## config.mk

```make
export PLATFORM = sky130hd
export DESIGN_NAME = timer8_compare
export DESIGN_NICKNAME = d
export VERILOG_FILES = /design/src/core/timer8_pkg.sv /design/src/core/timer8_compare.sv /design/src/core/tick_source.sv
export SDC_FILE = /design/constraint.sdc
export NUM_CORES = 1
export LEC_CHECK = 0
export ABC_AREA = 1
export CAP_MARGIN = 20
export CORE_ASPECT_RATIO = 0.8
export CORE_MARGIN = 3
export CORE_UTILIZATION = 45
export DETAILED_ROUTE_END_ITERATION = 12
export DONT_BUFFER_PORTS = 1
export PLACE_DENSITY = 0.6
export SYNTH_ARGS = -nofsm -noshare
export SYNTH_HDL_FRONTEND = slang
export SYNTH_SLANG_ARGS = --single-unit
export TNS_END_PERCENT = 10
```

## constraint.sdc

```tcl
create_clock -name core_clk -period 2.05 [get_ports core_clk]
set_input_delay 0.1025 -clock core_clk [delete_from_list [all_inputs] [get_ports core_clk]]
set_output_delay 0.1025 -clock core_clk [all_outputs]
set_load 0.02 [all_outputs]
```

## src/core/timer8_pkg.sv

```systemverilog
/*
 * Shared constants, modes and carrier types of the 8-bit timer with one
 * compare channel. Assumes an APB slave with one aligned 32-bit word per register.
 */
`default_nettype none
package timer8_pkg;
	// Register byte offsets
	localparam logic [7:0] CTRL_OFS = 8'h00;
	localparam logic [7:0] COUNT_OFS = 8'h04;
	localparam logic [7:0] CMP_OFS = 8'h08;
	localparam logic [7:0] MASK_OFS = 8'h0c;
	localparam logic [7:0] FLAG_OFS = 8'h10;
	// Control register field positions
	localparam int FORCE_BIT = 7;
	localparam int WAVE_LO_BIT = 6;
	localparam int COM_HI = 5;
	localparam int COM_LO = 4;
	localparam int WAVE_HI_BIT = 3;
	localparam int CS_HI = 2;
	// Mask and flag bit positions
	localparam int CMPA_BIT = 1;
	localparam int OVF_BIT = 0;
	// Reset values
	localparam logic [7:0] CTRL_RST = 8'h00;
	localparam logic [7:0] COUNT_RST = 8'h00;
	localparam logic [7:0] CMP_RST = 8'h00;
	localparam logic [7:0] MASK_RST = 8'h00;
	localparam logic [7:0] FLAG_RST = 8'h00;
	// Counter end points
	localparam logic [7:0] BOTTOM = 8'h00;
	localparam logic [7:0] MAX = 8'hff;
	// Prescaler taps as powers of two
	localparam int PRESCALE_W = 10;
	localparam int DIV8_BITS = 3;
	localparam int DIV64_BITS = 6;
	localparam int DIV256_BITS = 8;
	localparam int DIV1024_BITS = 10;

	typedef enum logic [1:0] {WAVE_NORMAL, WAVE_PHASE, WAVE_CTC, WAVE_FAST} wave_mode_t;
	typedef enum logic [1:0] {COM_OFF, COM_TOGGLE, COM_CLEAR, COM_SET} com_t;
	typedef enum logic [2:0] {
		CLK_STOP, CLK_DIV1, CLK_DIV8, CLK_DIV64,
		CLK_DIV256, CLK_DIV1024, CLK_EXT_FALL, CLK_EXT_RISE
	} clk_src_t;

	typedef struct packed {
		wave_mode_t wave;
		com_t com;
		clk_src_t clkSrc;
	} timer_cfg_t;
endpackage : timer8_pkg
`default_nettype wire

```

## src/core/timer8_compare.sv

```systemverilog
/*
 * 8-bit timer/counter with one compare channel: APB register file, counter
 * in four waveform modes, compare output pin, overflow and compare flags.
 * Assumes an APB master on core_clk and an interrupt controller that pulses
 * the vector acknowledges; pin direction is kept outside this block.
 */
// Added by the designer: the APB slave port and the register addresses.
`default_nettype none
module timer8_compare (
	input wire logic core_clk,
	input wire logic rst,
	input wire logic psel,
	input wire logic penable,
	input wire logic pwrite,
	input wire logic [7:0] paddr,
	input wire logic [31:0] pwdata,
	output logic [31:0] prdata,
	output logic pready,
	output logic pslverr,
	input wire logic globalIrqEnable,
	input wire logic compareVectorAck,
	input wire logic overflowVectorAck,
	input wire logic externalCountPin,
	output logic compareOutputPin,
	output logic compareOutputOverride,
	output logic compareIrq,
	output logic overflowIrq
);
	import timer8_pkg::*;

	logic [7:0] ctrl_r, ctrl_nxt, cmp_r, cmp_nxt;
	logic [7:0] mask_r, mask_nxt, flag_r, flag_nxt;
	logic [7:0] cnt_r, cnt_nxt;
	logic forceReq_r, forceReq_nxt;
	logic down_r, down_nxt, block_r, block_nxt;
	logic oc_r, oc_nxt, ovr_r, ovr_nxt;
	logic cmpIrq_r, cmpIrq_nxt, ovfIrq_r, ovfIrq_nxt;
	logic pready_r, pready_nxt, pslverr_r, pslverr_nxt;
	logic [31:0] prdata_r, prdata_nxt;
	timer_cfg_t cfg;
	logic tick, setup, wrStrobe, cntWrite, flagWrite;
	logic hit, match, atTop, dirDown;
	logic ovfEvent, bottomEvent, topEvent;

	function automatic logic [7:0] step(input logic [7:0] v, input logic up);
		step = up ? v + 8'h01 : v - 8'h01;
	endfunction : step

	function automatic logic mapped(input logic [7:0] a);
		mapped = a == CTRL_OFS || a == COUNT_OFS || a == CMP_OFS
			|| a == MASK_OFS || a == FLAG_OFS;
	endfunction : mapped

	// Waveform mode bits are split across the control byte
	assign cfg = '{
		wave: wave_mode_t'({ctrl_r[WAVE_HI_BIT], ctrl_r[WAVE_LO_BIT]}),
		com: com_t'(ctrl_r[COM_HI:COM_LO]),
		clkSrc: clk_src_t'(ctrl_r[CS_HI:0])
	};

	tick_source u_tick (
		.core_clk(core_clk),
		.rst(rst),
		.clkSrc(cfg.clkSrc),
		.externalCountPin(externalCountPin),
		.tick(tick)
	);

	assign setup = psel & ~penable;
	assign wrStrobe = psel & penable & pready_r & pwrite;
	assign cntWrite = wrStrobe & (paddr == COUNT_OFS);
	assign flagWrite = wrStrobe & (paddr == FLAG_OFS);

	// APB slave: answer always one access cycle after setup
	always_comb begin
		pready_nxt = setup;
		pslverr_nxt = 1'b0;
		prdata_nxt = prdata_r;
		if (setup) begin
			pslverr_nxt = ~mapped(paddr);
			prdata_nxt = 32'h0;
			if (!pwrite) begin
				unique case (paddr)
					CTRL_OFS: prdata_nxt = {24'h0, ctrl_r};
					COUNT_OFS: prdata_nxt = {24'h0, cnt_r};
					CMP_OFS: prdata_nxt = {24'h0, cmp_r};
					MASK_OFS: prdata_nxt = {24'h0, mask_r};
					FLAG_OFS: prdata_nxt = {24'h0, flag_r};
					default: prdata_nxt = 32'h0;
				endcase
			end
		end
	end

	always_ff @(posedge core_clk) begin
		if (rst) begin
			pready_r <= 1'b0;
			pslverr_r <= 1'b0;
			prdata_r <= 32'h0;
		end else begin
			pready_r <= pready_nxt;
			pslverr_r <= pslverr_nxt;
			prdata_r <= prdata_nxt;
		end
	end

	// Register file; force strobe acts a cycle later with the new mode bits
	always_comb begin
		ctrl_nxt = ctrl_r;
		cmp_nxt = cmp_r;
		mask_nxt = mask_r;
		forceReq_nxt = 1'b0;
		if (wrStrobe) begin
			unique case (paddr)
				CTRL_OFS: begin
					ctrl_nxt = {1'b0, pwdata[6:0]};
					forceReq_nxt = pwdata[FORCE_BIT] & ~pwdata[WAVE_LO_BIT];
				end
				CMP_OFS: cmp_nxt = pwdata[7:0];
				MASK_OFS: mask_nxt = {6'h0, pwdata[1:0]};
				default: ;
			endcase
		end
		// A new event beats a clear in the same cycle
		flag_nxt = 8'h0;
		flag_nxt[CMPA_BIT] = match | (flag_r[CMPA_BIT]
			& ~(flagWrite & pwdata[CMPA_BIT]) & ~compareVectorAck);
		flag_nxt[OVF_BIT] = ovfEvent | (flag_r[OVF_BIT]
			& ~(flagWrite & pwdata[OVF_BIT]) & ~overflowVectorAck);
	end

	always_ff @(posedge core_clk) begin
		if (rst) begin
			ctrl_r <= CTRL_RST;
			cmp_r <= CMP_RST;
			mask_r <= MASK_RST;
			flag_r <= FLAG_RST;
			forceReq_r <= 1'b0;
		end else begin
			ctrl_r <= ctrl_nxt;
			cmp_r <= cmp_nxt;
			mask_r <= mask_nxt;
			flag_r <= flag_nxt;
			forceReq_r <= forceReq_nxt;
		end
	end

	assign hit = cnt_r == cmp_r;
	assign match = tick & hit & ~block_r;
	assign atTop = cmp_r == MAX;
	// Bottom counts as upward so a zero compare keeps the pin low with COM_CLEAR, high with COM_SET
	assign dirDown = down_r & (cnt_r != BOTTOM);

	// Counter sequencing per waveform mode
	always_comb begin
		cnt_nxt = cnt_r;
		down_nxt = down_r;
		ovfEvent = 1'b0;
		bottomEvent = 1'b0;
		topEvent = 1'b0;
		block_nxt = block_r;
		if (cntWrite) begin
			cnt_nxt = pwdata[7:0];
			block_nxt = 1'b1;
		end else if (tick) begin
			block_nxt = 1'b0;
			unique case (cfg.wave)
				WAVE_PHASE: begin
					if (down_r && cnt_r == BOTTOM) begin
						down_nxt = 1'b0;
						cnt_nxt = step(cnt_r, 1'b1);
						ovfEvent = 1'b1;
					end else if (!down_r && cnt_r == MAX) begin
						down_nxt = 1'b1;
						cnt_nxt = step(cnt_r, 1'b0);
						topEvent = 1'b1;
					end else begin
						cnt_nxt = step(cnt_r, ~down_r);
					end
				end
				WAVE_CTC: begin
					down_nxt = 1'b0;
					cnt_nxt = hit ? BOTTOM : step(cnt_r, 1'b1);
					ovfEvent = cnt_r == MAX;
				end
				WAVE_NORMAL, WAVE_FAST: begin
					down_nxt = 1'b0;
					cnt_nxt = step(cnt_r, 1'b1);
					ovfEvent = cnt_r == MAX;
					bottomEvent = cnt_r == MAX;
				end
			endcase
		end
	end

	always_ff @(posedge core_clk) begin
		if (rst) begin
			cnt_r <= COUNT_RST;
			down_r <= 1'b0;
			block_r <= 1'b0;
		end else begin
			cnt_r <= cnt_nxt;
			down_r <= down_nxt;
			block_r <= block_nxt;
		end
	end

	// Compare output pin and interrupt lines
	always_comb begin
		oc_nxt = oc_r;
		ovr_nxt = cfg.com != COM_OFF;
		unique case (cfg.wave)
			WAVE_NORMAL, WAVE_CTC: begin
				if (match || forceReq_r) begin
					unique case (cfg.com)
						COM_OFF: oc_nxt = oc_r;
						COM_TOGGLE: oc_nxt = ~oc_r;
						COM_CLEAR: oc_nxt = 1'b0;
						COM_SET: oc_nxt = 1'b1;
					endcase
				end
			end
			WAVE_FAST: begin
				// Reserved 01 leaves the pin alone
				if (cfg.com[1]) begin
					if (match && !atTop) begin
						oc_nxt = cfg.com == COM_SET;
					end else if (bottomEvent) begin
						oc_nxt = cfg.com == COM_CLEAR;
					end
				end
			end
			WAVE_PHASE: begin
				if (cfg.com[1]) begin
					if (match && !atTop) begin
						oc_nxt = (cfg.com == COM_SET) ^ dirDown;
					end else if (topEvent && atTop) begin
						oc_nxt = cfg.com == COM_CLEAR;
					end
				end
			end
		endcase
		cmpIrq_nxt = globalIrqEnable & mask_nxt[CMPA_BIT] & flag_nxt[CMPA_BIT];
		ovfIrq_nxt = globalIrqEnable & mask_nxt[OVF_BIT] & flag_nxt[OVF_BIT];
	end

	always_ff @(posedge core_clk) begin
		if (rst) begin
			oc_r <= 1'b0;
			ovr_r <= 1'b0;
			cmpIrq_r <= 1'b0;
			ovfIrq_r <= 1'b0;
		end else begin
			oc_r <= oc_nxt;
			ovr_r <= ovr_nxt;
			cmpIrq_r <= cmpIrq_nxt;
			ovfIrq_r <= ovfIrq_nxt;
		end
	end

	assign prdata = prdata_r;
	assign pready = pready_r;
	assign pslverr = pslverr_r;
	assign compareOutputPin = oc_r;
	assign compareOutputOverride = ovr_r;
	assign compareIrq = cmpIrq_r;
	assign overflowIrq = ovfIrq_r;
endmodule : timer8_compare
`default_nettype wire

```

## src/core/tick_source.sv

```systemverilog
/*
 * Timer tick source: free-running prescaler, count pin synchroniser and
 * edge detector, and the clock source selector.
 * Assumes the count pin is asynchronous to core_clk.
 */
`default_nettype none
module tick_source (
	input wire logic core_clk,
	input wire logic rst,
	input wire timer8_pkg::clk_src_t clkSrc,
	input wire logic externalCountPin,
	output logic tick
);
	import timer8_pkg::*;

	logic [PRESCALE_W-1:0] pre_r, pre_nxt;
	logic syncA_r, syncB_r, last_r;
	logic rising, falling;

	function automatic logic tapHit(input logic [PRESCALE_W-1:0] p, input int bits);
		logic [PRESCALE_W-1:0] m;
		m = PRESCALE_W'((32'd1 << bits) - 32'd1);
		tapHit = (p & m) == m;
	endfunction : tapHit

	always_comb begin
		pre_nxt = pre_r + PRESCALE_W'(1);
		rising = syncB_r & ~last_r;
		falling = ~syncB_r & last_r;
		unique case (clkSrc)
			CLK_STOP: tick = 1'b0;
			CLK_DIV1: tick = 1'b1;
			CLK_DIV8: tick = tapHit(pre_r, DIV8_BITS);
			CLK_DIV64: tick = tapHit(pre_r, DIV64_BITS);
			CLK_DIV256: tick = tapHit(pre_r, DIV256_BITS);
			CLK_DIV1024: tick = tapHit(pre_r, DIV1024_BITS);
			CLK_EXT_FALL: tick = falling;
			CLK_EXT_RISE: tick = rising;
		endcase
	end

	// Pin is sampled whatever its port direction, so software can clock it
	always_ff @(posedge core_clk) begin
		if (rst) begin
			pre_r <= '0;
			syncA_r <= 1'b0;
			syncB_r <= 1'b0;
			last_r <= 1'b0;
		end else begin
			pre_r <= pre_nxt;
			syncA_r <= externalCountPin;
			syncB_r <= syncA_r;
			last_r <= syncB_r;
		end
	end
endmodule : tick_source
`default_nettype wire

```

==> results.toml <==
[status]
outcome = "finished clean"

[die]
design.portCount = 87
floorplan.initialDensity = 0.474
die_height_um = 85.8
fp-row-count = 28
die-width_um = 106
die-area_um2 = 9080
core_um2 = 7570

[worst_hold_path]
hold_crit_path_type = "primary input to register"
hold_path_depth = 2

[global_route]
grt_pass1_wl_um = 15100
first_global_vias = 3124
initial_antenna_violation_count = 0
grt_max_degree = 31
grt_overflow = 0
globalRouteTotalUtil = 0.209

[critical_path]
critical_path.most_common_cell = "sky130_fd_sc_hd__inv_2"
cell_with_the_largest_stage_delay_on_the_worst_path = "sky130_fd_sc_hd__dlygate4sd3_1"
cp-start-kind = "register"
ff2ff_path_depth = 7
cp.depth = 7
cp_data_required_time_ps = 2340
crit_chain = "nand2_1, nor2_2, inv_2, nor2_4, inv_2, nor4_2, dlygate4sd3_1"
critical-path-max-stage-delay_ps = 560
worst-path-buf-inv = 3
arrival_ps = 2150
crit_fanout = 9
worstSetupPathType = "register to register"
worst_setup_path_end_kind = "register"
crit_family = "buffers and inverters"

[logic_synthesis]
netlist_instances = 526
yosysTopAreaCellShare = 0.318
yosysSeqAreaShare = 0.318
synthTopCellsByArea = "sky130_fd_sc_hd__dfxtp_1, sky130_fd_sc_hd__nand2_1, sky130_fd_sc_hd__a21oi_1, sky130_fd_sc_hd__inv_1, sky130_fd_sc_hd__nand3_1"
asyncSetResetFlopFracSynth = 0
main_flop_type_after_synthesis = "sky130_fd_sc_hd__dfxtp_1"
yosys_warnings = 0
synth-seq-cells = 57
synth-edff-count = 0
synth_top_cell_by_area = "sky130_fd_sc_hd__dfxtp_1"
post_synth_num_cell_types = 45
synth.avg_cell_area_um2 = 6.82
synth.cell_area_um2 = 3590

[detailed_routing]
drt_pass1_iterations = 5
mean_routed_wirelength_per_cell_um = 13.9
remaining_drc_errors = 0
num_vias = 3313
drt-vias-per-instance = 5.09
finalWirelength_um = 9030
drtIter0Drc = 209
detail-route-antenna-nets = 0

[cts]
worstSkewPairLatency_ps = 350
cts-buffers-inserted = 9
cts_setup_buffers = 0
tritoncts_num_sinks = 57
max-clock-path-buffers = 2
tritoncts = "built"
clockRootBuffer = "sky130_fd_sc_hd__clkbuf_8"
htree_levels = 3
clk_pin_slew_ps = 70

[finish]
antenna_diode_count = 0
final_layout_size_suffix_gt1_frac = 0.145
final_nets = 599
area_growth_pct = 9.77
layout_common_cells = "sky130_fd_sc_hd__nand2_1, sky130_fd_sc_hd__inv_1, sky130_fd_sc_hd__dfxtp_1"
finalInstanceArea_um2 = 3940
layout.cells.most_common = "sky130_fd_sc_hd__nand2_1"

[place]
dp.final_hpwl_um = 6810
placed_cell_area_um2 = 3560
gp_routability_congestion = 0.905
placement.io_buffers = 0

[sta]
max_clock_freq_mhz = 537
totalNegativeSetupSlack_ps = 0
drv_slew = 0
timing.final.crit_share = 0.909
clock_skew_ps = 8.98
setup-violations-final = 0
post-route-min-period_ps = 1860
rsz_0062_raised_after_global_routing = "no"
final_hold_viol_count = 0

[pwr]
vdd_drop_max_uv = 457
cellPowerDensity_nw_per_um2 = 621
static-leakage-power_nw = 1.72

[flow_run]
timing.max_cap.violations = 0
==> stage by stage <==
step / hold WS (ps) / worst slack [ps] / utilization / power (mW) / instances
4_1_cts: 0.737 / 181 / 0.519 / 2.46 / 650
5_1_grt: 20.4 / 8.90 / 0.520 / 2.54 / 651
6_report: 9.35 / 186 / 0.520 / 2.44 / 651
3_3_place_gp: 175 / 267 / 0.471 / 1.24 / 621
2_1_floorplan: 174 / 477 / - / 1.27 / 549
3_5_place_dp: 175 / 240 / 0.471 / 1.24 / 621
==> synth_stat cells (2+ instances only) <==
| master | number |
|---|---|
| sky130_fd_sc_hd__nor2_1 | 45 |
| sky130_fd_sc_hd__a21oi_2 | 2 |
| sky130_fd_sc_hd__nand4_1 | 4 |
| sky130_fd_sc_hd__buf_4 | 24 |
| sky130_fd_sc_hd__nand2_4 | 2 |
| sky130_fd_sc_hd__o21a_1 | 3 |
| sky130_fd_sc_hd__a21oi_1 | 42 |
| sky130_fd_sc_hd__a31oi_1 | 3 |
| sky130_fd_sc_hd__dfxtp_1 | 57 |
| sky130_fd_sc_hd__nor3_1 | 2 |
| sky130_fd_sc_hd__nor2_2 | 10 |
| sky130_fd_sc_hd__clkbuf_1 | 4 |
| sky130_fd_sc_hd__o22ai_1 | 5 |
| sky130_fd_sc_hd__buf_6 | 5 |
| sky130_fd_sc_hd__o21ai_1 | 10 |
| sky130_fd_sc_hd__nand2_1 | 116 |
| sky130_fd_sc_hd__nand2_2 | 10 |
| sky130_fd_sc_hd__inv_1 | 55 |
| sky130_fd_sc_hd__buf_2 | 2 |
| sky130_fd_sc_hd__xor2_1 | 7 |
| sky130_fd_sc_hd__o211ai_1 | 5 |
| sky130_fd_sc_hd__or2_2 | 3 |
| sky130_fd_sc_hd__inv_2 | 16 |
| sky130_fd_sc_hd__o21ai_0 | 21 |
| sky130_fd_sc_hd__o221ai_1 | 4 |
| sky130_fd_sc_hd__ha_1 | 9 |
| sky130_fd_sc_hd__nor2_4 | 5 |
| sky130_fd_sc_hd__nand3_1 | 38 |
==> timing repair <==
item                                    in CTS  in global routing
resized for setup                            0                  2
hold endpoints to repair                    45                  1
endpoints found under the setup margin       0                  1
hold buffers                                13                  1
==> worst paths after layout <==
check | start | to | slack (ps)
max | pready | forceReq_r | 190
min | pwdata[4] | cmp_r[4] | 9
max reg2reg | pready | forceReq_r | 190
min reg2reg | u_tick.syncA_r | u_tick.syncB_r | 410
==> worst register-to-register path, cell delays in order (launching register included) <==
cell and delay [ps]:
sky130_fd_sc_hd__dfxtp_1 340, sky130_fd_sc_hd__nand2_1 70, sky130_fd_sc_hd__nor2_2 210, sky130_fd_sc_hd__inv_2 110, sky130_fd_sc_hd__nor2_4 240, sky130_fd_sc_hd__inv_2 140
sky130_fd_sc_hd__nor4_2 140, sky130_fd_sc_hd__dlygate4sd3_1 560
==> metal layers <==
layer | track usage | vias up | wire length [um]
met5 | 0 | - | 0
met4 | 0.0506 | 0 | 129
met3 | 0.0549 | 16 | 598
met2 | 0.323 | 109 | 3850
met1 | 0.292 | 1510 | 4450
li1 | - | 1678 | -
==> where the power goes <==
group / total, mW / internal, mW / switching, mW / leakage, nW
combinational: 0.132 / 0.0356 / 0.0960 / 1.15
clock: 1.19 / 0.716 / 0.476 / 0.113
sequential: 1.12 / 1.12 / 0.00601 / 0.461
==> sequential cells by signal, summed over array words and instances (netlist names), 2 cells and up <==
signal / flops
u_tick.pre_r: 10
cnt_r: 8
mask_r: 2
prdata: 8
cmp_r: 8
flag_r: 2
ctrl_r: 7
==> logic make-up after synthesis <==
family	count (synthesis)	share of synthesized area
flip-flops	57	0.318
adder cells (fa/ha/maj)	9	0.0314
AND/OR/NAND/NOR	244	0.322
XOR/XNOR	9	0.0241
buffers and inverters	109	0.151
AO/OA/AOI/OAI	97	0.152
other	1	0.00105
==> layout make-up <==
| cell class | count | area (um^2) |
|---|---|---|
| clock buffers | 11 | 141 |
| inverters | 72 | 272 |
| fillers | 774 | 3630 |
| flip-flops and latches | 57 | 1140 |
| clock inverters | 5 | 78.8 |
| repair buffers | 18 | 180 |
| multi-input cells | 383 | 1990 |
| well taps | 105 | 131 |
Note: power is estimated with default switching activity, not from simulation.
